==> config.mk <==
export PLATFORM = sky130hd
export DESIGN_NAME = flash_volatile_config_two
export DESIGN_NICKNAME = d
export VERILOG_FILES = /design/src/flash_cfg_pkg.sv /design/src/flash_volatile_config_two.sv
export SDC_FILE = /design/constraint.sdc
export NUM_CORES = 1
export LEC_CHECK = 0
export BUFFER_PORTS_ARGS = -buffer_cell sky130_fd_sc_hd__buf_2
export CAP_MARGIN = 20
export CORE_UTILIZATION = 55
export CTS_BUF_LIST = sky130_fd_sc_hd__clkbuf_4 sky130_fd_sc_hd__clkbuf_8
export CTS_CLUSTER_SIZE = 25
export DETAILED_ROUTE_END_ITERATION = 16
export HOLD_SLACK_MARGIN = 0.06
export PLACE_DENSITY_LB_ADDON = 0.12
export SETUP_SLACK_MARGIN = 0.3
export SLEW_MARGIN = 20
export SYNTH_ARGS = -nofsm -noshare
export SYNTH_HDL_FRONTEND = slang
export SYNTH_SLANG_ARGS = --single-unit
==> constraint.sdc <==
create_clock -name i_clk -period 9 [get_ports i_clk]
set_clock_uncertainty 0.2 [all_clocks]
set_input_delay 0.45 -clock i_clk [delete_from_list [all_inputs] [get_ports i_clk]]
set_output_delay 0.45 -clock i_clk [all_outputs]
set_load 0.05 [all_outputs]
==> src/flash_cfg_pkg.sv <==
// constants, types and command codes for the volatile configuration block
// assumes a serial flash register engine clocked well above the link clock

package flash_cfg_pkg;

    // ------------------------------------------------------------
    // command codes
    // ------------------------------------------------------------
    localparam logic [7:0] CMD_WRITE_REGISTERS = 8'h01;
    localparam logic [7:0] CMD_WRITE_ENABLE = 8'h06;
    localparam logic [7:0] CMD_READ_CONFIG_TWO = 8'h15;
    localparam logic [7:0] CMD_READ_CONFIG_THREE = 8'h33;
    localparam logic [7:0] CMD_ENTER_QUAD_WIDE = 8'h38;
    localparam logic [7:0] CMD_VOLATILE_WRITE_ENABLE = 8'h50;
    localparam logic [7:0] CMD_READ_ANY_REGISTER = 8'h65;
    localparam logic [7:0] CMD_WRITE_ANY_REGISTER = 8'h71;
    localparam logic [7:0] CMD_SET_BURST_LENGTH = 8'h77;
    localparam logic [7:0] CMD_ENTER_FOUR_BYTE = 8'hb7;
    localparam logic [7:0] CMD_EXIT_FOUR_BYTE = 8'he9;
    localparam logic [7:0] CMD_EXIT_QUAD_WIDE = 8'hf5;

    // ------------------------------------------------------------
    // register addresses for the any-register commands
    // ------------------------------------------------------------
    localparam logic [31:0] ADDR_NV_CONFIG_ONE = 32'h0000_0002;
    localparam logic [31:0] ADDR_NV_CONFIG_TWO = 32'h0000_0003;
    localparam logic [31:0] ADDR_NV_CONFIG_THREE = 32'h0000_0004;
    localparam logic [31:0] ADDR_V_CONFIG_ONE = 32'h0080_0002;
    localparam logic [31:0] ADDR_V_CONFIG_TWO = 32'h0080_0003;
    localparam logic [31:0] ADDR_V_CONFIG_THREE = 32'h0080_0004;

    // ------------------------------------------------------------
    // field positions and reset values
    // ------------------------------------------------------------
    localparam int LINE3_RESET_BIT = 7;
    localparam int DRIVE_MSB = 6;
    localparam int DRIVE_LSB = 5;
    localparam int QUAD_WIDE_BIT = 3;
    localparam int PROT_SELECT_BIT = 2;
    localparam int BOOT_ADDR_BIT = 1;
    localparam int CUR_ADDR_BIT = 0;
    localparam int QUAD_ENABLE_BIT = 1;
    localparam int WRAP_DISABLE_BIT = 4;
    localparam logic [7:0] CFG_TWO_WRITE_MASK = 8'he5;
    localparam logic [7:0] NV_CFG_TWO_WRITE_MASK = 8'hee;
    localparam logic [7:0] NV_CFG_ONE_RESET = 8'h00;
    localparam logic [7:0] NV_CFG_TWO_RESET = 8'h60;
    localparam logic [7:0] NV_CFG_THREE_RESET = 8'h78;
    localparam logic [3:0] BYTE_BITS = 4'h8;
    localparam logic [2:0] WRR_CFG_ONE_INDEX = 3'h1;
    localparam logic [2:0] WRR_CFG_TWO_INDEX = 3'h2;
    localparam logic [2:0] WRR_CFG_THREE_INDEX = 3'h3;

    // ------------------------------------------------------------
    // types
    // ------------------------------------------------------------
    typedef struct packed {
        logic cs_n;
        logic sclk;
        logic [3:0] io;
    } spi_pins_t;

    typedef struct packed {
        logic [3:0] out;
        logic [3:0] oe_n;
    } io_drive_t;

    typedef struct packed {
        logic quad_active;
        logic quad_wide;
        logic quad_reads_ok;
        logic line2_is_wp;
        logic line3_reset_armed;
        logic [1:0] drive_strength;
        logic protection_select;
        logic four_byte_addr;
        logic burst_wrap_on;
    } mode_status_t;

    typedef enum logic [2:0] {
        PH_CMD, PH_ADDR, PH_WDATA, PH_RDATA, PH_IGNORE
    } phase_t;

endpackage

==> src/flash_volatile_config_two.sv <==
// volatile configuration register two with its serial command engine
// assumes link pins arrive asynchronously; spi mode 0, sclk << i_clk

`timescale 1ns/1ps

// Summary of operation
// - line3 reset enable makes data line three an active-low reset input
// - two-bit drive strength field in bits 6:5, writable, loaded at reset
// - quad-wide bit set: whole frame four bits wide; clear: serial command
// - quad-wide bit forces quad mode; clearing it leaves quad enable alone
// - enter-quad-wide sets, exit-quad-wide clears the quad-wide bit
// - both bits clear: single/dual reads, line two write protect, three reset
// - quad enable only: quad reads allowed, line two data, line three data/reset
// - quad-wide bit set: quad reads, lines two and three carry data
// - protection select: 0 legacy range, 1 individual block locking
// - bit 1 read-only, shows address length applied after reset
// - bit 0 current address length; reset value from nonvolatile bit 1
// - enter-four-byte sets, exit-four-byte clears current address length
// - writing nonvolatile address length also updates the current one
// - read by read-config-two and read-any; written by write commands
// - burst wrap applies to array reads only, never register reads
// - line three reset copies nonvolatile registers into volatile ones; i_reset loads both from reset values
// - register three readable by its command, writable by set-burst
module flash_volatile_config_two (
    input wire logic i_clk,
    input wire logic i_reset,
    input wire flash_cfg_pkg::spi_pins_t i_pins,
    output flash_cfg_pkg::io_drive_t o_io,
    output flash_cfg_pkg::mode_status_t o_mode,
    output logic [7:0] o_volatile_config_two
);
    import flash_cfg_pkg::*;

    // ------------------------------------------------------------
    // pin synchronisers: a change counts once stages two and three agree
    // ------------------------------------------------------------
    logic [5:0] sync1_r, sync2_r, sync3_r, stable_r, stable_d_r;
    logic [5:0] stable_nxt;

    always_comb begin
        stable_nxt = (~(sync2_r ^ sync3_r) & sync2_r)
                   | ((sync2_r ^ sync3_r) & stable_r);
    end

    always_ff @(posedge i_clk) begin
        if (i_reset) begin
            sync1_r <= 6'h3f;
            sync2_r <= 6'h3f;
            sync3_r <= 6'h3f;
            stable_r <= 6'h3f;
            stable_d_r <= 6'h3f;
        end else begin
            sync1_r <= i_pins;
            sync2_r <= sync1_r;
            sync3_r <= sync2_r;
            stable_r <= stable_nxt;
            stable_d_r <= stable_r;
        end
    end

    logic cs_n, sclk_rise, sclk_fall, cs_rise;
    logic [3:0] io_in;
    assign cs_n = stable_r[5];
    assign io_in = stable_r[3:0];
    assign sclk_rise = stable_r[4] & ~stable_d_r[4] & ~cs_n;
    assign sclk_fall = ~stable_r[4] & stable_d_r[4] & ~cs_n;
    assign cs_rise = cs_n & ~stable_d_r[5];

    // ------------------------------------------------------------
    // configuration state
    // ------------------------------------------------------------
    logic [7:0] nv_one_r, nv_two_r, nv_three_r;
    logic [7:0] v_one_r, v_two_r, v_three_r;
    logic wel_nv_r, wel_v_r;
    logic quad_active, hw_reset;

    assign quad_active = v_two_r[QUAD_WIDE_BIT] | v_one_r[QUAD_ENABLE_BIT];
    // line three low acts as reset only where it is not carrying data
    assign hw_reset = v_two_r[LINE3_RESET_BIT] & ~io_in[3]
                    & (cs_n | ~quad_active);

    function automatic logic [7:0] read_reg(input logic [31:0] addr);
        logic [7:0] v;
        v = 8'h00;
        unique case (addr)
            ADDR_NV_CONFIG_ONE: v = nv_one_r;
            ADDR_NV_CONFIG_TWO: v = nv_two_r;
            ADDR_NV_CONFIG_THREE: v = nv_three_r;
            ADDR_V_CONFIG_ONE: v = v_one_r;
            ADDR_V_CONFIG_TWO: begin
                v = v_two_r & (CFG_TWO_WRITE_MASK | NV_CFG_TWO_WRITE_MASK);
                v[BOOT_ADDR_BIT] = nv_two_r[BOOT_ADDR_BIT];
            end
            ADDR_V_CONFIG_THREE: v = v_three_r;
            default: v = 8'h00;
        endcase
        return v;
    endfunction

    // ------------------------------------------------------------
    // frame engine
    // ------------------------------------------------------------
    phase_t phase_r;
    logic [7:0] cmd_r, sh_r;
    logic [3:0] cnt_r;
    logic [2:0] byte_r;
    logic [31:0] addr_r, rd_addr_r;
    logic wide_r, four_r;
    logic wr_valid_r, wr_wrr_r, hdr_only_r;
    logic [31:0] wr_addr_r;
    logic [7:0] wr_data_r;

    logic [7:0] sh_nxt;
    logic [3:0] cnt_nxt;
    logic byte_done;
    logic [2:0] addr_bytes;

    always_comb begin
        sh_nxt = wide_r ? {sh_r[3:0], io_in} : {sh_r[6:0], io_in[0]};
        cnt_nxt = cnt_r + (wide_r ? 4'h4 : 4'h1);
        byte_done = sclk_rise && (cnt_nxt == BYTE_BITS);
        addr_bytes = four_r ? 3'h4 : 3'h3;
    end

    always_ff @(posedge i_clk) begin
        wr_valid_r <= 1'b0;
        if (i_reset || hw_reset || cs_n) begin
            phase_r <= PH_CMD;
            cnt_r <= 4'h0;
            byte_r <= 3'h0;
            sh_r <= 8'h00;
            addr_r <= 32'h0;
            hdr_only_r <= 1'b0;
            if (cs_n) begin
                wide_r <= v_two_r[QUAD_WIDE_BIT];
                four_r <= v_two_r[CUR_ADDR_BIT];
            end
            if (i_reset) begin
                cmd_r <= 8'h00;
                rd_addr_r <= 32'h0;
                wide_r <= 1'b0;
                four_r <= 1'b0;
                wr_wrr_r <= 1'b0;
                wr_addr_r <= 32'h0;
                wr_data_r <= 8'h00;
            end
        end else if (sclk_rise) begin
            sh_r <= sh_nxt;
            cnt_r <= byte_done ? 4'h0 : cnt_nxt;
            if (byte_done) begin
                unique case (phase_r)
                    PH_CMD: begin
                        cmd_r <= sh_nxt;
                        hdr_only_r <= 1'b1;
                        byte_r <= 3'h0;
                        unique case (sh_nxt)
                            CMD_READ_CONFIG_TWO: begin
                                phase_r <= PH_RDATA;
                                rd_addr_r <= ADDR_V_CONFIG_TWO;
                            end
                            CMD_READ_CONFIG_THREE: begin
                                phase_r <= PH_RDATA;
                                rd_addr_r <= ADDR_V_CONFIG_THREE;
                            end
                            CMD_READ_ANY_REGISTER,
                            CMD_WRITE_ANY_REGISTER: phase_r <= PH_ADDR;
                            CMD_WRITE_REGISTERS,
                            CMD_SET_BURST_LENGTH: phase_r <= PH_WDATA;
                            default: phase_r <= PH_IGNORE;
                        endcase
                    end
                    PH_ADDR: begin
                        addr_r <= {addr_r[23:0], sh_nxt};
                        byte_r <= byte_r + 3'h1;
                        if (byte_r + 3'h1 == addr_bytes) begin
                            byte_r <= 3'h0;
                            if (cmd_r == CMD_READ_ANY_REGISTER) begin
                                phase_r <= PH_RDATA;
                                rd_addr_r <= four_r ? {addr_r[23:0], sh_nxt}
                                           : {8'h00, addr_r[15:0], sh_nxt};
                            end else begin
                                phase_r <= PH_WDATA;
                            end
                        end
                    end
                    PH_WDATA: begin
                        byte_r <= (byte_r == 3'h7) ? byte_r : byte_r + 3'h1;
                        wr_data_r <= sh_nxt;
                        wr_wrr_r <= (cmd_r == CMD_WRITE_REGISTERS);
                        unique case (cmd_r)
                            CMD_WRITE_ANY_REGISTER: begin
                                wr_valid_r <= (byte_r == 3'h0);
                                wr_addr_r <= four_r ? addr_r
                                           : {8'h00, addr_r[23:0]};
                            end
                            CMD_SET_BURST_LENGTH: begin
                                wr_valid_r <= (byte_r == 3'h0);
                                wr_addr_r <= ADDR_V_CONFIG_THREE;
                            end
                            default: begin
                                wr_valid_r <= (byte_r >= WRR_CFG_ONE_INDEX)
                                    && (byte_r <= WRR_CFG_THREE_INDEX);
                                wr_addr_r <= (byte_r == WRR_CFG_ONE_INDEX)
                                    ? ADDR_V_CONFIG_ONE
                                    : (byte_r == WRR_CFG_TWO_INDEX)
                                    ? ADDR_V_CONFIG_TWO : ADDR_V_CONFIG_THREE;
                            end
                        endcase
                    end
                    PH_RDATA, PH_IGNORE: hdr_only_r <= 1'b0;
                endcase
            end else if (phase_r != PH_CMD) begin
                hdr_only_r <= 1'b0;
            end
        end
    end

    // ------------------------------------------------------------
    // register updates
    // ------------------------------------------------------------
    logic [31:0] wr_target;
    logic [7:0] nv_two_new;
    assign wr_target = (wr_wrr_r && wel_nv_r)
                     ? {8'h00, wr_addr_r[23:0] & 24'h00_00ff}
                     : wr_addr_r;
    assign nv_two_new = wr_data_r & NV_CFG_TWO_WRITE_MASK;

    always_ff @(posedge i_clk) begin
        if (i_reset) begin
            nv_one_r <= NV_CFG_ONE_RESET;
            nv_two_r <= NV_CFG_TWO_RESET;
            nv_three_r <= NV_CFG_THREE_RESET;
            v_one_r <= NV_CFG_ONE_RESET;
            v_two_r <= NV_CFG_TWO_RESET | {7'h00, NV_CFG_TWO_RESET[1]};
            v_three_r <= NV_CFG_THREE_RESET;
            wel_nv_r <= 1'b0;
            wel_v_r <= 1'b0;
        end else if (hw_reset) begin
            v_one_r <= nv_one_r;
            v_two_r <= {nv_two_r[7:1], nv_two_r[BOOT_ADDR_BIT]};
            v_three_r <= nv_three_r;
            wel_nv_r <= 1'b0;
            wel_v_r <= 1'b0;
        end else begin
            if (cs_rise && hdr_only_r) begin
                unique case (cmd_r)
                    CMD_WRITE_ENABLE: wel_nv_r <= 1'b1;
                    CMD_VOLATILE_WRITE_ENABLE: wel_v_r <= 1'b1;
                    CMD_ENTER_FOUR_BYTE: v_two_r[CUR_ADDR_BIT] <= 1'b1;
                    CMD_EXIT_FOUR_BYTE: v_two_r[CUR_ADDR_BIT] <= 1'b0;
                    CMD_ENTER_QUAD_WIDE: v_two_r[QUAD_WIDE_BIT] <= 1'b1;
                    CMD_EXIT_QUAD_WIDE: v_two_r[QUAD_WIDE_BIT] <= 1'b0;
                    default: ;
                endcase
            end
            if (cs_rise && (cmd_r == CMD_WRITE_REGISTERS
                         || cmd_r == CMD_WRITE_ANY_REGISTER)) begin
                wel_nv_r <= 1'b0;
                wel_v_r <= 1'b0;
            end
            if (wr_valid_r && (wel_nv_r || wel_v_r
                               || wr_addr_r == ADDR_V_CONFIG_THREE
                                  && !wr_wrr_r)) begin
                unique case (wr_target)
                    ADDR_V_CONFIG_ONE: v_one_r <= wr_data_r;
                    ADDR_V_CONFIG_TWO:
                        v_two_r <= wr_data_r & CFG_TWO_WRITE_MASK;
                    ADDR_V_CONFIG_THREE: v_three_r <= wr_data_r;
                    ADDR_NV_CONFIG_ONE: begin
                        nv_one_r <= wr_data_r;
                        v_one_r <= wr_data_r;
                    end
                    ADDR_NV_CONFIG_TWO: begin
                        nv_two_r <= nv_two_new;
                        v_two_r[CUR_ADDR_BIT] <= nv_two_new[BOOT_ADDR_BIT];
                        if (wr_wrr_r)
                            v_two_r <= {nv_two_new[7:1], nv_two_new[1]};
                    end
                    ADDR_NV_CONFIG_THREE: begin
                        nv_three_r <= wr_data_r;
                        v_three_r <= wr_data_r;
                    end
                    default: ;
                endcase
            end
        end
    end

    // ------------------------------------------------------------
    // read data onto the data lines, changed on falling sclk
    // ------------------------------------------------------------
    logic [7:0] out_sh_r, out_src;
    logic [2:0] out_cnt_r;
    // register reads repeat the same byte; burst wrap is never applied here
    always_comb out_src = (out_cnt_r == 3'h0) ? read_reg(rd_addr_r)
                                              : out_sh_r;

    always_ff @(posedge i_clk) begin
        if (i_reset || cs_n || phase_r != PH_RDATA) begin
            out_sh_r <= 8'h00;
            out_cnt_r <= 3'h0;
            o_io.out <= 4'h0;
            o_io.oe_n <= 4'hf;
        end else if (sclk_fall) begin
            if (wide_r) begin
                o_io.out <= out_src[7:4];
                o_io.oe_n <= 4'h0;
                out_sh_r <= {out_src[3:0], 4'h0};
                out_cnt_r <= out_cnt_r + 3'h4;
            end else begin
                o_io.out <= {2'b00, out_src[7], 1'b0};
                o_io.oe_n <= 4'b1101;
                out_sh_r <= {out_src[6:0], 1'b0};
                out_cnt_r <= out_cnt_r + 3'h1;
            end
        end
    end

    // ------------------------------------------------------------
    // registered mode outputs
    // ------------------------------------------------------------
    always_ff @(posedge i_clk) begin
        if (i_reset) begin
            o_mode <= '0;
            o_volatile_config_two <= 8'h00;
        end else begin
            o_mode.quad_active <= quad_active;
            o_mode.quad_wide <= v_two_r[QUAD_WIDE_BIT];
            o_mode.quad_reads_ok <= quad_active;
            o_mode.line2_is_wp <= ~quad_active;
            o_mode.line3_reset_armed <= v_two_r[LINE3_RESET_BIT]
                                      & (cs_n | ~quad_active);
            o_mode.drive_strength <= v_two_r[DRIVE_MSB:DRIVE_LSB];
            o_mode.protection_select <= v_two_r[PROT_SELECT_BIT];
            o_mode.four_byte_addr <= v_two_r[CUR_ADDR_BIT];
            o_mode.burst_wrap_on <= ~v_three_r[WRAP_DISABLE_BIT];
            o_volatile_config_two <= read_reg(ADDR_V_CONFIG_TWO);
        end
    end

endmodule

**Word-level counts from Yosys, hierarchy flattened**

Cells that the tools add are included.

- Register bits after elaboration: 248
- Input bits: 8

- Multiplexer cells: 68
- Reduce and logical (&&, ||, !) cells: 57
- Add/sub/neg operators: 4
- $lt $le $gt $ge: 2
- Equality and inequality tests: 47
- Bitwise logic cells: 26

Operators by type and width:

| kind | number |
|---|---|
| two-way mux 32 bit | 13 |
| equality test 32 x 24 -> 1 bit (second input constant) | 7 |
| case mux 32 bit (2 select lines) | 3 |
| two-way mux 8 bit | 22 |
| equality test 32 x 2 -> 1 bit (second input constant) | 4 |
| equality test 32 x 3 -> 1 bit (second input constant) | 2 |
| equality test 8 x 7 -> 1 bit (second input constant) | 7 |
| case mux 8 bit (6 select lines) | 1 |
| equality test 8 bit (second input constant) | 3 |
| two-way mux 3 bit | 8 |
| nonzero test 2 bit | 10 |
| case mux 3 bit (3 select lines) | 2 |
| AND reduction 3 bit | 6 |
| equality test 8 x 1 -> 1 bit (second input constant) | 2 |
| equality test 8 x 6 -> 1 bit (second input constant) | 2 |
| case mux 8 bit (2 select lines) | 1 |
| AND reduction 4 bit | 4 |
| OR reduction 2 bit | 7 |
| two-way mux 1 bit | 13 |
| bitwise AND 6 bit | 2 |
| nonzero test 3 bit | 4 |
| inverter 1 bit | 11 |
| AND reduction 2 bit | 5 |
| equality test 3 x 2 -> 1 bit (second input constant) | 3 |
| 31 further kinds | 62 |

**Depth between registers and ports, before layout**

Gate-level depths: netlist of the first run.

- Word-level depth: 8
- Depth in mapped cells: 14
- Mapped depth without buffers: 9

**Least setup slack after synthesis of the first run**

No wires, ideal clock.

- Path type: reg2reg
- Start point: register wide_r
- End point: register wr_addr_r[0], enable pin
- Path buffers: 3
- Period minus slack after synthesis: 5.463 ns
- Stages on the path, launching flop included: 12
- Setup slack: 3.537 ns
- Required time: 8.347 ns
- Arrival time: 4.810 ns
- Path through: edfxtp_1 > clkbuf_1 > clkbuf_1 > buf_1 > inv_1 > ha_1 > ha_1 > xor2_1 > nor3_1 > nand3_1 > or3_1 > a21oi_1

- Cells in the longest elaborated chain, start to end: 6

RTL lines:

| item | line | text |
|---|---|---|
| start: declaration | flash_volatile_config_two.sv:108 | `logic wide_r, four_r;` |
| start signal: assignment | flash_volatile_config_two.sv:135 | `wide_r <= v_two_r[QUAD_WIDE_BIT];` |
| two-way mux 3 bit | flash_volatile_config_two.sv:120 | `cnt_nxt = cnt_r + (wide_r ? 4'h4 : 4'h1);` |
| adder 4 x 3 -> 4 bit | flash_volatile_config_two.sv:120 |  |
| equality test 4 bit | flash_volatile_config_two.sv:121 | `byte_done = sclk_rise && (cnt_nxt == BYTE_BITS);` |
| logical AND 1 bit | flash_volatile_config_two.sv:121 |  |
| nonzero test 2 bit (no source line) | n/a |  |
| AND reduction 4 bit (no source line) | n/a |  |
| end signal: assignment | flash_volatile_config_two.sv:193 | `wr_addr_r <= four_r ? addr_r` |
| end signal: assignment | flash_volatile_config_two.sv:203 | `wr_addr_r <= (byte_r == WRR_CFG_ONE_INDEX)` |
| end: declaration | flash_volatile_config_two.sv:110 | `logic [31:0] wr_addr_r;` |

Every way passes these cells.
A chain may end at the register's enable or synchronous reset.

**Worst setup path in the final report of the first run**

- Start point: register wide_r
- End point: register wr_addr_r[13], enable pin

Same word-level chain as after synthesis.

==> results of run 1 <==
[registers in the layout, indices dropped and copies added (netlist names), 7 cells and up, named ones only]
name	cells
addr_r	32
cmd_r	8
nv_one_r	8
nv_three_r	8
out_sh_r	7
rd_addr_r	32
sh_r	7
v_one_r	8
v_three_r	8
wr_addr_r	32
wr_data_r	8
[worst max path at each step]
| stage | endpoint | slack (ns) | start |
|---|---|---|---|
| finish | wr_addr_r[13]$_SDFFCE_PP0P_ | 4.55 | wide_r$_SDFFCE_PP0P_ |
| CTS | wr_addr_r[17]$_SDFFCE_PP0P_ | 4.60 | wide_r$_SDFFCE_PP0P_ |
| detailed placement | wr_addr_r[26]$_SDFFCE_PP0P_ | 4.60 | wide_r$_SDFFCE_PP0P_ |
| global placement | wr_addr_r[26]$_SDFFCE_PP0P_ | 4.68 | wide_r$_SDFFCE_PP0P_ |
| global route | wr_addr_r[22]$_SDFFCE_PP0P_ | 4.21 | wide_r$_SDFFCE_PP0P_ |
| floorplan | wr_addr_r[0]$_SDFFCE_PP0P_ | 3.54 | wide_r$_SDFFCE_PP0P_ |
[layout make-up]
| class | count | area, sq um |
|---|---|---|
| Clock inverter | 10 | 80.1 |
| Multi-Input combinational cell | 682 | 4230 |
| Clock buffer | 61 | 739 |
| Inverter | 17 | 63.8 |
| Tap cell | 229 | 287 |
| Fill cell | 1489 | 6710 |
| Sequential cell | 233 | 5500 |
| Timing Repair Buffer | 48 | 299 |
[report_power, final]
| group | internal (uW) | switching [uW] | total, uW |
|---|---|---|---|
| logic | 12.8 | 27.6 | 40.4 |
| registers | 1110 | 11.1 | 1120 |
| clock network | 554 | 413 | 966 |
[per-layer routing]
| metal | track usage (%) | part of all wire [%] | up-vias |
|---|---|---|---|
| met2 | 38.2 | 44 | 257 |
| met4 | 8.79 | 2.2 | 0 |
| met5 | 0 | 0 | - |
| met3 | 4.48 | 6.1 | 40 |
| met1 | 37.1 | 47 | 3508 |
| li1 | - | - | 3659 |
[timing repair]
item / 4_1_cts / 5_1_grt
hold buffers: 6 / 0
setup endpoints to repair: 0 / 0
endpoints found under the hold margin: 6 / 0
[worst max-delay path, cell delays in order (launching register included)]
cell	delay, ns
edfxtp_1	0.94
inv_1	0.25
ha_1	0.28
ha_1	0.19
xor2_1	0.17
nor3_1	0.33
nand3_1	0.35
or3_1	0.51
a21oi_4	0.44
buf_4	0.43
[metrics by stage]
stage	setup slack (ns)	hold slack (ns)	instance area [sq um]	utilization, %	power [uW]
6_report	4.55	0.201	11200	62.5	2130
2_1_floorplan	3.54	0.189	10000	-	1170
4_1_cts	4.60	0.207	11200	62.4	2140
5_1_grt	4.21	0.215	11200	62.5	2200
3_3_place_gp	4.68	0.192	10300	57.5	1180
3_5_place_dp	4.60	0.195	10300	57.5	1180
[cells by family (layout without fill, tap and decap cells)]
| kind of cell | count (synthesis) | count (layout) | share of synthesized area, % |
|---|---|---|---|
| simple gates | 419 | 419 | 21.5 |
| flops | 233 | 233 | 54.7 |
| compound gates | 175 | 175 | 11.3 |
| buf+inv | 84 | 136 | 3.49 |
| mux | 71 | 71 | 7.16 |
| fa+ha+maj | 11 | 11 | 1.37 |
| xor+xnor | 5 | 5 | 0.436 |
| other cells | 1 | 1 | 0.0373 |
[cells in the mapped netlist (6+ instances only)]
| library cell | n | area, sq um |
|---|---|---|
| a211oi_1 | 31 | 233 |
| nand2_1 | 85 | 319 |
| nor4_1 | 13 | 81.3 |
| dfxtp_1 | 150 | 3000 |
| clkbuf_1 | 54 | 203 |
| edfxtp_1 | 83 | 2490 |
| buf_4 | 9 | 67.6 |
| a21oi_1 | 61 | 305 |
| o21ai_0 | 28 | 140 |
| nand3_1 | 15 | 75.1 |
| nor3b_1 | 6 | 45.0 |
| mux2_2 | 7 | 78.8 |
| nand4_1 | 10 | 62.6 |
| nor3_1 | 31 | 155 |
| inv_1 | 17 | 63.8 |
| nand2b_1 | 9 | 56.3 |
| or2_2 | 19 | 119 |
| nor2b_1 | 15 | 93.8 |
| and3_1 | 55 | 344 |
| mux2i_1 | 64 | 641 |
| ha_1 | 11 | 138 |
| nor2_1 | 120 | 450 |
| a31oi_1 | 9 | 56.3 |
| o211ai_1 | 7 | 52.6 |
==> reports/results.ini, run 1 <==
[critical_path]
cp-end-kind = flop
rr_worst_depth = 9
r2r-start = wide_r$_SDFFCE_PP0P_
critPathMaxFanout = 27
worstReg2RegEnd = wr_addr_r[13]$_SDFFCE_PP0P_
crit_arrival_ns = 4.45
startpoint_type = flop
worstSetupPathType = reg -> reg
critPathRequiredTime_ns = 9.00
reg2reg_slack_ns = 4.55

[placed_design]
gp_congestion = 0.920
place_hpwl_um = 15800
port_buffers = 32
placedCellCount = 1202

[die]
io_pins = 34
initial_utilization_pct = 56.1
fp.dieW_um = 137
num_rows = 49
die_area_sq_um = 18800
core_area_sq_um = 17900
die_h_um = 137

[logic_synthesis]
ys_ff_latch = 233
synth-seq-area-share_pct = 54.7
postSynthCellCount = 999
yosysUniqueCellTypes = 69
synth_edf_count = 83
avgSynthCellArea_sq_um = 10.1
synth_warnings = 0
synthArstFlopShare_pct = 0
syn_area_sq_um = 10000
synth_ff_type = dfxtp_1
synth.net_count = 1018

[clocking]
cts_tree = done
path_clk_slew_ns = 0.06
cts.sinks = 233
post_cts_buffers = 0
clk_latency_ns = 0.54
cts_made_buffers = 39
ctsResizeCount = 0
h-tree-depth = 2
root_buffer = clkbuf_8
cts_buffer_depth = 3

[min_path]
worst_hold_path_type = reg -> reg
hp-start = sync1_r[1]$_SDFF_PP1_
whs_endpoint = sync2_r[1]$_SDFF_PP1_
hold_depth = 1

[sta]
rsz0062_at_grt = false
slew_viol_final = 0
fmax_mhz = 225
setup_tns_ns = 0
hold_viol_final = 0
slew_headroom_pct = 38.2
fin_crit_sh_pct = 49.4
fin_crit_ns = 4.45
tightest_slew_ns = 0.901
setup_viol = 0

[status]
status = complete, no violations

[grt]
grt_first_pass_wirelength_um = 36300
grt_pass1_vias = 6671
antenna_found_initial = 0
grt_max_degree = 71
grtUsageTotal_pct = 25.5
grt_overflow = 0

[power]
peakVddDrop_v = 0.000103
p_leak_uw = 0.00414
power_density_nw_per_um2 = 190

[finish]
fin_nets = 1040
diodes = 0
fin_cells = 1280
syn_to_final_growth_pct = 11.4
most-common-layout-cells = dfxtp_1, nor2_1, nand2_1, edfxtp_1, mux2i_1
drive_gt1_share_pct = 14.9
layout_commonest_cell = dfxtp_1

[routing]
drt_wl_total_um = 23400
post_drt_wl_per_cell_um = 18.3
drt_iter0_drc = 624
drc = 0
antenna_left = 0
via_per_inst = 5.83
dr.pass1.iters = 5
vias = 7464

[flow_run]
drv_cap = 0

Power figures use the tool's default switching activity.
==> run 2: changes to the inputs <==
==> constraint.sdc (replaced) <==
create_clock -name i_clk -period 4.2 [get_ports i_clk]
set_clock_uncertainty 0.2 [all_clocks]
set_input_delay 0.21 -clock i_clk [delete_from_list [all_inputs] [get_ports i_clk]]
set_output_delay 0.21 -clock i_clk [all_outputs]
set_load 0.05 [all_outputs]
==> run 2 against run 1 <==
Effect of this change: critical path depth is 1 lower; cell count is 0.47% higher; highest routed layer unchanged; register-to-register slack worse by 3.8 ns; via count is 0.50% higher; critical path type unchanged; largest cell class unchanged; largest power group unchanged; fmax is 30% higher; global-route usage hardly changed; non-clock buffer count is 4 higher; combinational power is 110% higher.
==> reports/results.ini, run 2 (synthesized netlist as in run 1, its figures left out) <==
[finish]
nFillCells = 1489  ; unchanged
layout_commonest_cell = dfxtp_1
diodes = 0  ; unchanged
fin_nets = 1045  ; +0.48%
reg_top3 = addr_r (32), rd_addr_r (32), wr_addr_r (32)
most-common-layout-cells = dfxtp_1, nor2_1, nand2_1, edfxtp_1, mux2i_1
drive_gt1_share_pct = 15.2  ; +0.29 points
utilization_pct = 62.8  ; +0.33 points
fin_cells = 1286  ; +0.47%
syn_to_final_growth_pct = 12.0

[routing]
vias = 7501  ; +0.50%
dr.pass1.iters = 5  ; unchanged
drt_iter0_drc = 559  ; -10%
drc = 0  ; unchanged
antenna_left = 0  ; unchanged
via_per_inst = 5.83  ; about the same
drt_wl_total_um = 23400  ; -0.37%
post_drt_wl_per_cell_um = 18.2  ; -0.84%

[placed_design]
place_hpwl_um = 15800  ; about the same
placedCellCount = 1206  ; +0.33%
port_buffers = 32  ; unchanged
gp_congestion = 0.909  ; -1.2%

[flow_run]
drv_cap = 0  ; unchanged

[critical_path]
max_stage_delay_ns = 0.49  ; -0.45 ns
startpoint = wide_r$_SDFFCE_PP0P_
cpLargestDelayFamily = simple AND/OR/NAND/NOR gates
worstSetupPathType = reg -> reg
cp-end-kind = flop
reg2reg_slack_ns = 0.77  ; -3.78 ns
crit_arrival_ns = 3.39  ; -1.06 ns
critPathMostFrequentCell = buf_4
startpoint_type = flop
slowest_stage = or3_1
path_cells = buf_4 -> ha_1 -> a31oi_1 -> xnor2_1 -> nand3_1 -> or3_1 -> a21oi_4 -> buf_4
critPathRequiredTime_ns = 4.17  ; -4.83 ns
critPathMaxFanout = 41  ; +52%
path_buf_inv = 2  ; unchanged
r2r-start = wide_r$_SDFFCE_PP0P_

[grt]
grt_max_degree = 69  ; -2.8%
grtUsageTotal_pct = 25.5  ; about the same
grt_pass1_vias = 6737  ; +0.99%
grt_overflow = 0  ; unchanged
antenna_found_initial = 0  ; unchanged
grt_first_pass_wirelength_um = 36400  ; +0.53%

[min_path]
worst_hold_path_type = in -> reg
hp-start = i_pins[4]

[power]
peakVddDrop_v = 0.000252  ; +150%
finalPower_uw = 4620  ; +120%
p_leak_uw = 0.00416  ; +0.54%
power_density_nw_per_um2 = 410  ; +120%

[sta]
fin_crit_ns = 3.43  ; -1.02 ns
slew_headroom_pct = 34.2  ; -4.0 points
tightest_slew_ns = 0.987  ; +0.0855 ns
holdWs_ns = 0.205  ; +0.00415 ns
slew_viol_final = 0  ; unchanged
fin_crit_sh_pct = 81.6  ; +32 points
fmax_mhz = 292  ; +30%
rsz0062_at_grt = false
setup_viol = 0  ; unchanged
setup_tns_ns = 0  ; unchanged
hold_viol_final = 0  ; unchanged

[clocking]
cts_tree = done
root_buffer = clkbuf_8
cts_buffer_depth = 3  ; unchanged
ctsResizeCount = 0  ; unchanged
path_clk_slew_ns = 0.06  ; about the same
clk_latency_ns = 0.54  ; about the same
cts_made_buffers = 40  ; +2.6%
h-tree-depth = 2  ; unchanged
cts.sinks = 233  ; unchanged
post_cts_buffers = 0  ; unchanged

[die]
die_h_um = 137  ; unchanged
initial_utilization_pct = 56.1  ; unchanged
die_area_sq_um = 18800  ; unchanged
num_rows = 49  ; unchanged
fp.dieW_um = 137  ; unchanged
io_pins = 34  ; unchanged
core_area_sq_um = 17900  ; unchanged

[status]
status = complete, no violations

## run 2: cell types whose count changed in the layout (fill, tap and decap cells not counted), sizes merged
cell         before  now
buf              42   45
clkbuf           61   66
clkinv            7    4
clkinvlp          1    2
dlygate4sd3       6    7
inv              18   17
## run 2: area by class of cell
class	instances	area, sq um	share of cell area (%)
sequential	233	5500	48.9
timing repair buffer	52	328	2.91
clock inverter	7	61.3	0.545
multi-input combinational	682	4230	37.6
inverter	17	63.8	0.567
tap	229	287	2.55
clock buffer	66	783	6.96
## run 2: worst paths after layout
kind / end / cells past startpoint
worst min-delay path: sync1_r[4]$_SDFF_PP1_ / 3
worst max register to register: wr_addr_r[24]$_SDFFCE_PP0P_ / 8
worst min register to register: sync2_r[2]$_SDFF_PP1_ / 1
worst max-delay path: wr_addr_r[24]$_SDFFCE_PP0P_ / 8
## run 2: per-stage QoR
step / setup WS (ns) / cell area, sq um
floorplan: 0.382 / 10100
global placement: 0.917 / 10300
detailed placement: 0.815 / 10300
CTS: 0.811 / 11200
global route: 0.580 / 11200
finish: 0.773 / 11200
## run 2: per-layer routing
metal | share of wire, % | vias to the layer above | track usage [%]
li1 | - | 3681 | -
met5 | 0 | - | 0
met2 | 45 | 198 | 39.1
met1 | 47 | 3580 | 35.3
met3 | 4.9 | 42 | 5.30
met4 | 2.9 | 0 | 9.95
## run 2: worst reg2reg max path, cell delays in order, from the launching register on
cell      delay (ns)
edfxtp_1        0.42
buf_4           0.22
ha_1            0.31
a31oi_1         0.33
xnor2_1         0.19
nand3_1         0.27
or3_1           0.50
a21oi_4         0.14
buf_4           0.46
## run 2: power breakdown
group,switching (uW),internal [uW]
clock network,894,1240
logic,56.4,28.3
registers,26.5,2370
total,977,3640
## run 2: repair_timing
item	4_1_cts	5_1_grt
setup endpoints to repair	0	0
hold buffers	7	0
hold endpoints to repair	9	0
==> run 3: changes to the inputs <==
==> constraint.sdc (replaced) <==
create_clock -name i_clk -period 3.45 [get_ports i_clk]
set_clock_uncertainty 0.2 [all_clocks]
set_input_delay 0.1725 -clock i_clk [delete_from_list [all_inputs] [get_ports i_clk]]
set_output_delay 0.1725 -clock i_clk [all_outputs]
set_load 0.05 [all_outputs]
==> run 3 against run 2 <==
Effect of this change: wire length rose by 1.4%; global-route usage about the same; worst hold slack got worse by 0.051 ns; combinational power increased by 30%.
==> reports/results.ini, run 3 (synthesized netlist as in run 1, its figures left out) <==
[die]
core_area_sq_um = 17900  ; unchanged
initial_utilization_pct = 56.1  ; unchanged
io_pins = 34  ; unchanged
fp.dieW_um = 137  ; unchanged
die_h_um = 137  ; unchanged
num_rows = 49  ; unchanged
die_area_sq_um = 18800  ; unchanged

[critical_path]
cp-end-kind = flop
worstSetupPathType = reg -> reg
critPathRequiredTime_ns = 3.46  ; -0.71 ns
startpoint_type = flop
critPathMaxFanout = 32  ; -22%
crit_arrival_ns = 2.91  ; -0.48 ns

[finish]
layout_commonest_cell = dfxtp_1
diodes = 0  ; unchanged
drive_gt1_share_pct = 17.3  ; +2.1 points
reg_top3 = addr_r (32), rd_addr_r (32), wr_addr_r (32)
syn_to_final_growth_pct = 14.2
fin_nets = 1064  ; +1.8%
most-common-layout-cells = dfxtp_1, nor2_1, nand2_1, edfxtp_1, mux2i_1

[grt]
antenna_found_initial = 0  ; unchanged
grt_first_pass_wirelength_um = 36600  ; +0.38%
grt_pass1_vias = 6885  ; +2.2%
grt_overflow = 0  ; unchanged
grtUsageTotal_pct = 25.5  ; -0.035 points
grt_max_degree = 70  ; +1.4%

[power]
p_leak_uw = 0.00425  ; +2.3%
finalPower_uw = 5580  ; +21%
peakVddDrop_v = 0.000314  ; +25%
power_density_nw_per_um2 = 487  ; +19%

[sta]
fin_crit_ns = 2.89  ; -0.533 ns
setup_viol = 0  ; unchanged
slew_viol_final = 0  ; unchanged
tightest_slew_ns = 0.844  ; -0.143 ns
rsz0062_at_grt = false
slew_headroom_pct = 43.8  ; +9.5 points
fmax_mhz = 345  ; +18%
fin_crit_sh_pct = 83.9  ; +2.3 points
setup_tns_ns = 0  ; unchanged
hold_viol_final = 0  ; unchanged
holdWs_ns = 0.154  ; -0.0512 ns

[routing]
drt_wl_total_um = 23700  ; +1.4%
post_drt_wl_per_cell_um = 18.2  ; +0.10%
drt_iter0_drc = 679  ; +21%
antenna_left = 0  ; unchanged
via_per_inst = 5.80  ; -0.59%
dr.pass1.iters = 5  ; unchanged
drc = 0  ; unchanged
vias = 7555  ; +0.72%

[clocking]
path_clk_slew_ns = 0.06  ; about the same
cts_buffer_depth = 3  ; unchanged
ctsResizeCount = 0  ; unchanged
root_buffer = clkbuf_8
h-tree-depth = 2  ; unchanged
cts.sinks = 233  ; unchanged
cts_made_buffers = 39  ; -2.5%
clk_latency_ns = 0.54  ; about the same
cts_tree = done

[placed_design]
gp_congestion = 0.883  ; -2.9%
port_buffers = 32  ; unchanged
place_hpwl_um = 16100  ; +1.8%

[flow_run]
drv_cap = 0  ; unchanged

[status]
status = complete, no violations

[min_path]
worst_hold_path_type = in -> reg

## run 3: cell types whose count changed in the layout (fill, tap and decap cells not counted), sizes merged
cell      before  now
clkinv         4    3
buf           45   65
inv           17   18
clkbuf        66   64
clkinvlp       2    1
## run 3: worst max-delay path: stages, from the launching register on
cell      delay, ns
edfxtp_1       0.42
buf_4          0.34
nor3b_1        0.24
o21ai_0        0.20
o32ai_1        0.47
nor2_1         0.08
o21ai_0        0.17
a41o_2         0.24
buf_12         0.21
## run 3: report_power, final
group	total [uW]	switching, uW	internal (uW)	leakage (uW)
Combinational	110	70.3	39.8	0.00177
Sequential	2920	33.1	2890	0.00205
Clock	2550	1080	1470	0.000437
## run 3: cell type report
type / count / area (sq um)
repair buffers: 72 / 528
well taps: 229 / 287
multi-input cells: 682 / 4270
flip-flops and latches: 233 / 5500
fillers: 1465 / 6430
clock inverters: 6 / 58.8
clock buffers: 64 / 762
inverters: 17 / 66.3
## run 3: timing repair
action | 4_1_cts | 5_1_grt
hold buffers | 7 | 0
setup buffers | 0 | 3
hold endpoints to repair | 11 | 0
endpoints found under the setup margin | 0 | 9
## run 3: per-layer routing
metal	routed length, um	GRT usage (%)	vias to the layer above	share of wire, %
met2	10500	39.0	211	44
met4	659	10.3	0	2.8
met1	11300	36.0	3578	48
met3	1200	3.85	53	5.1
met5	0	0	-	0
li1	-	-	3713	-
## run 3: final timing paths
kind                               from                     endpoint  slack (ns)  cells after the start
setup / recovery   wide_r$_SDFFCE_PP0P_  rd_addr_r[24]$_SDFFCE_PP0P_        0.56                      8
setup reg to reg   wide_r$_SDFFCE_PP0P_  rd_addr_r[24]$_SDFFCE_PP0P_        0.56                      8
hold reg to reg   sync1_r[0]$_SDFF_PP1_        sync2_r[0]$_SDFF_PP1_        0.21                      1
hold / removal                i_pins[2]        sync1_r[2]$_SDFF_PP1_        0.15                      3
## run 3: stage by stage
step                util [%]  area, sq um  setup WS (ns)  cells
floorplan                  -        10100         0.0681    999
global placement        58.9        10500          0.473   1223
detailed placement      58.9        10500          0.371   1223
CTS                     63.9        11400          0.369   1300
global route            64.1        11500          0.322   1303
finish                  64.1        11500          0.556   1303
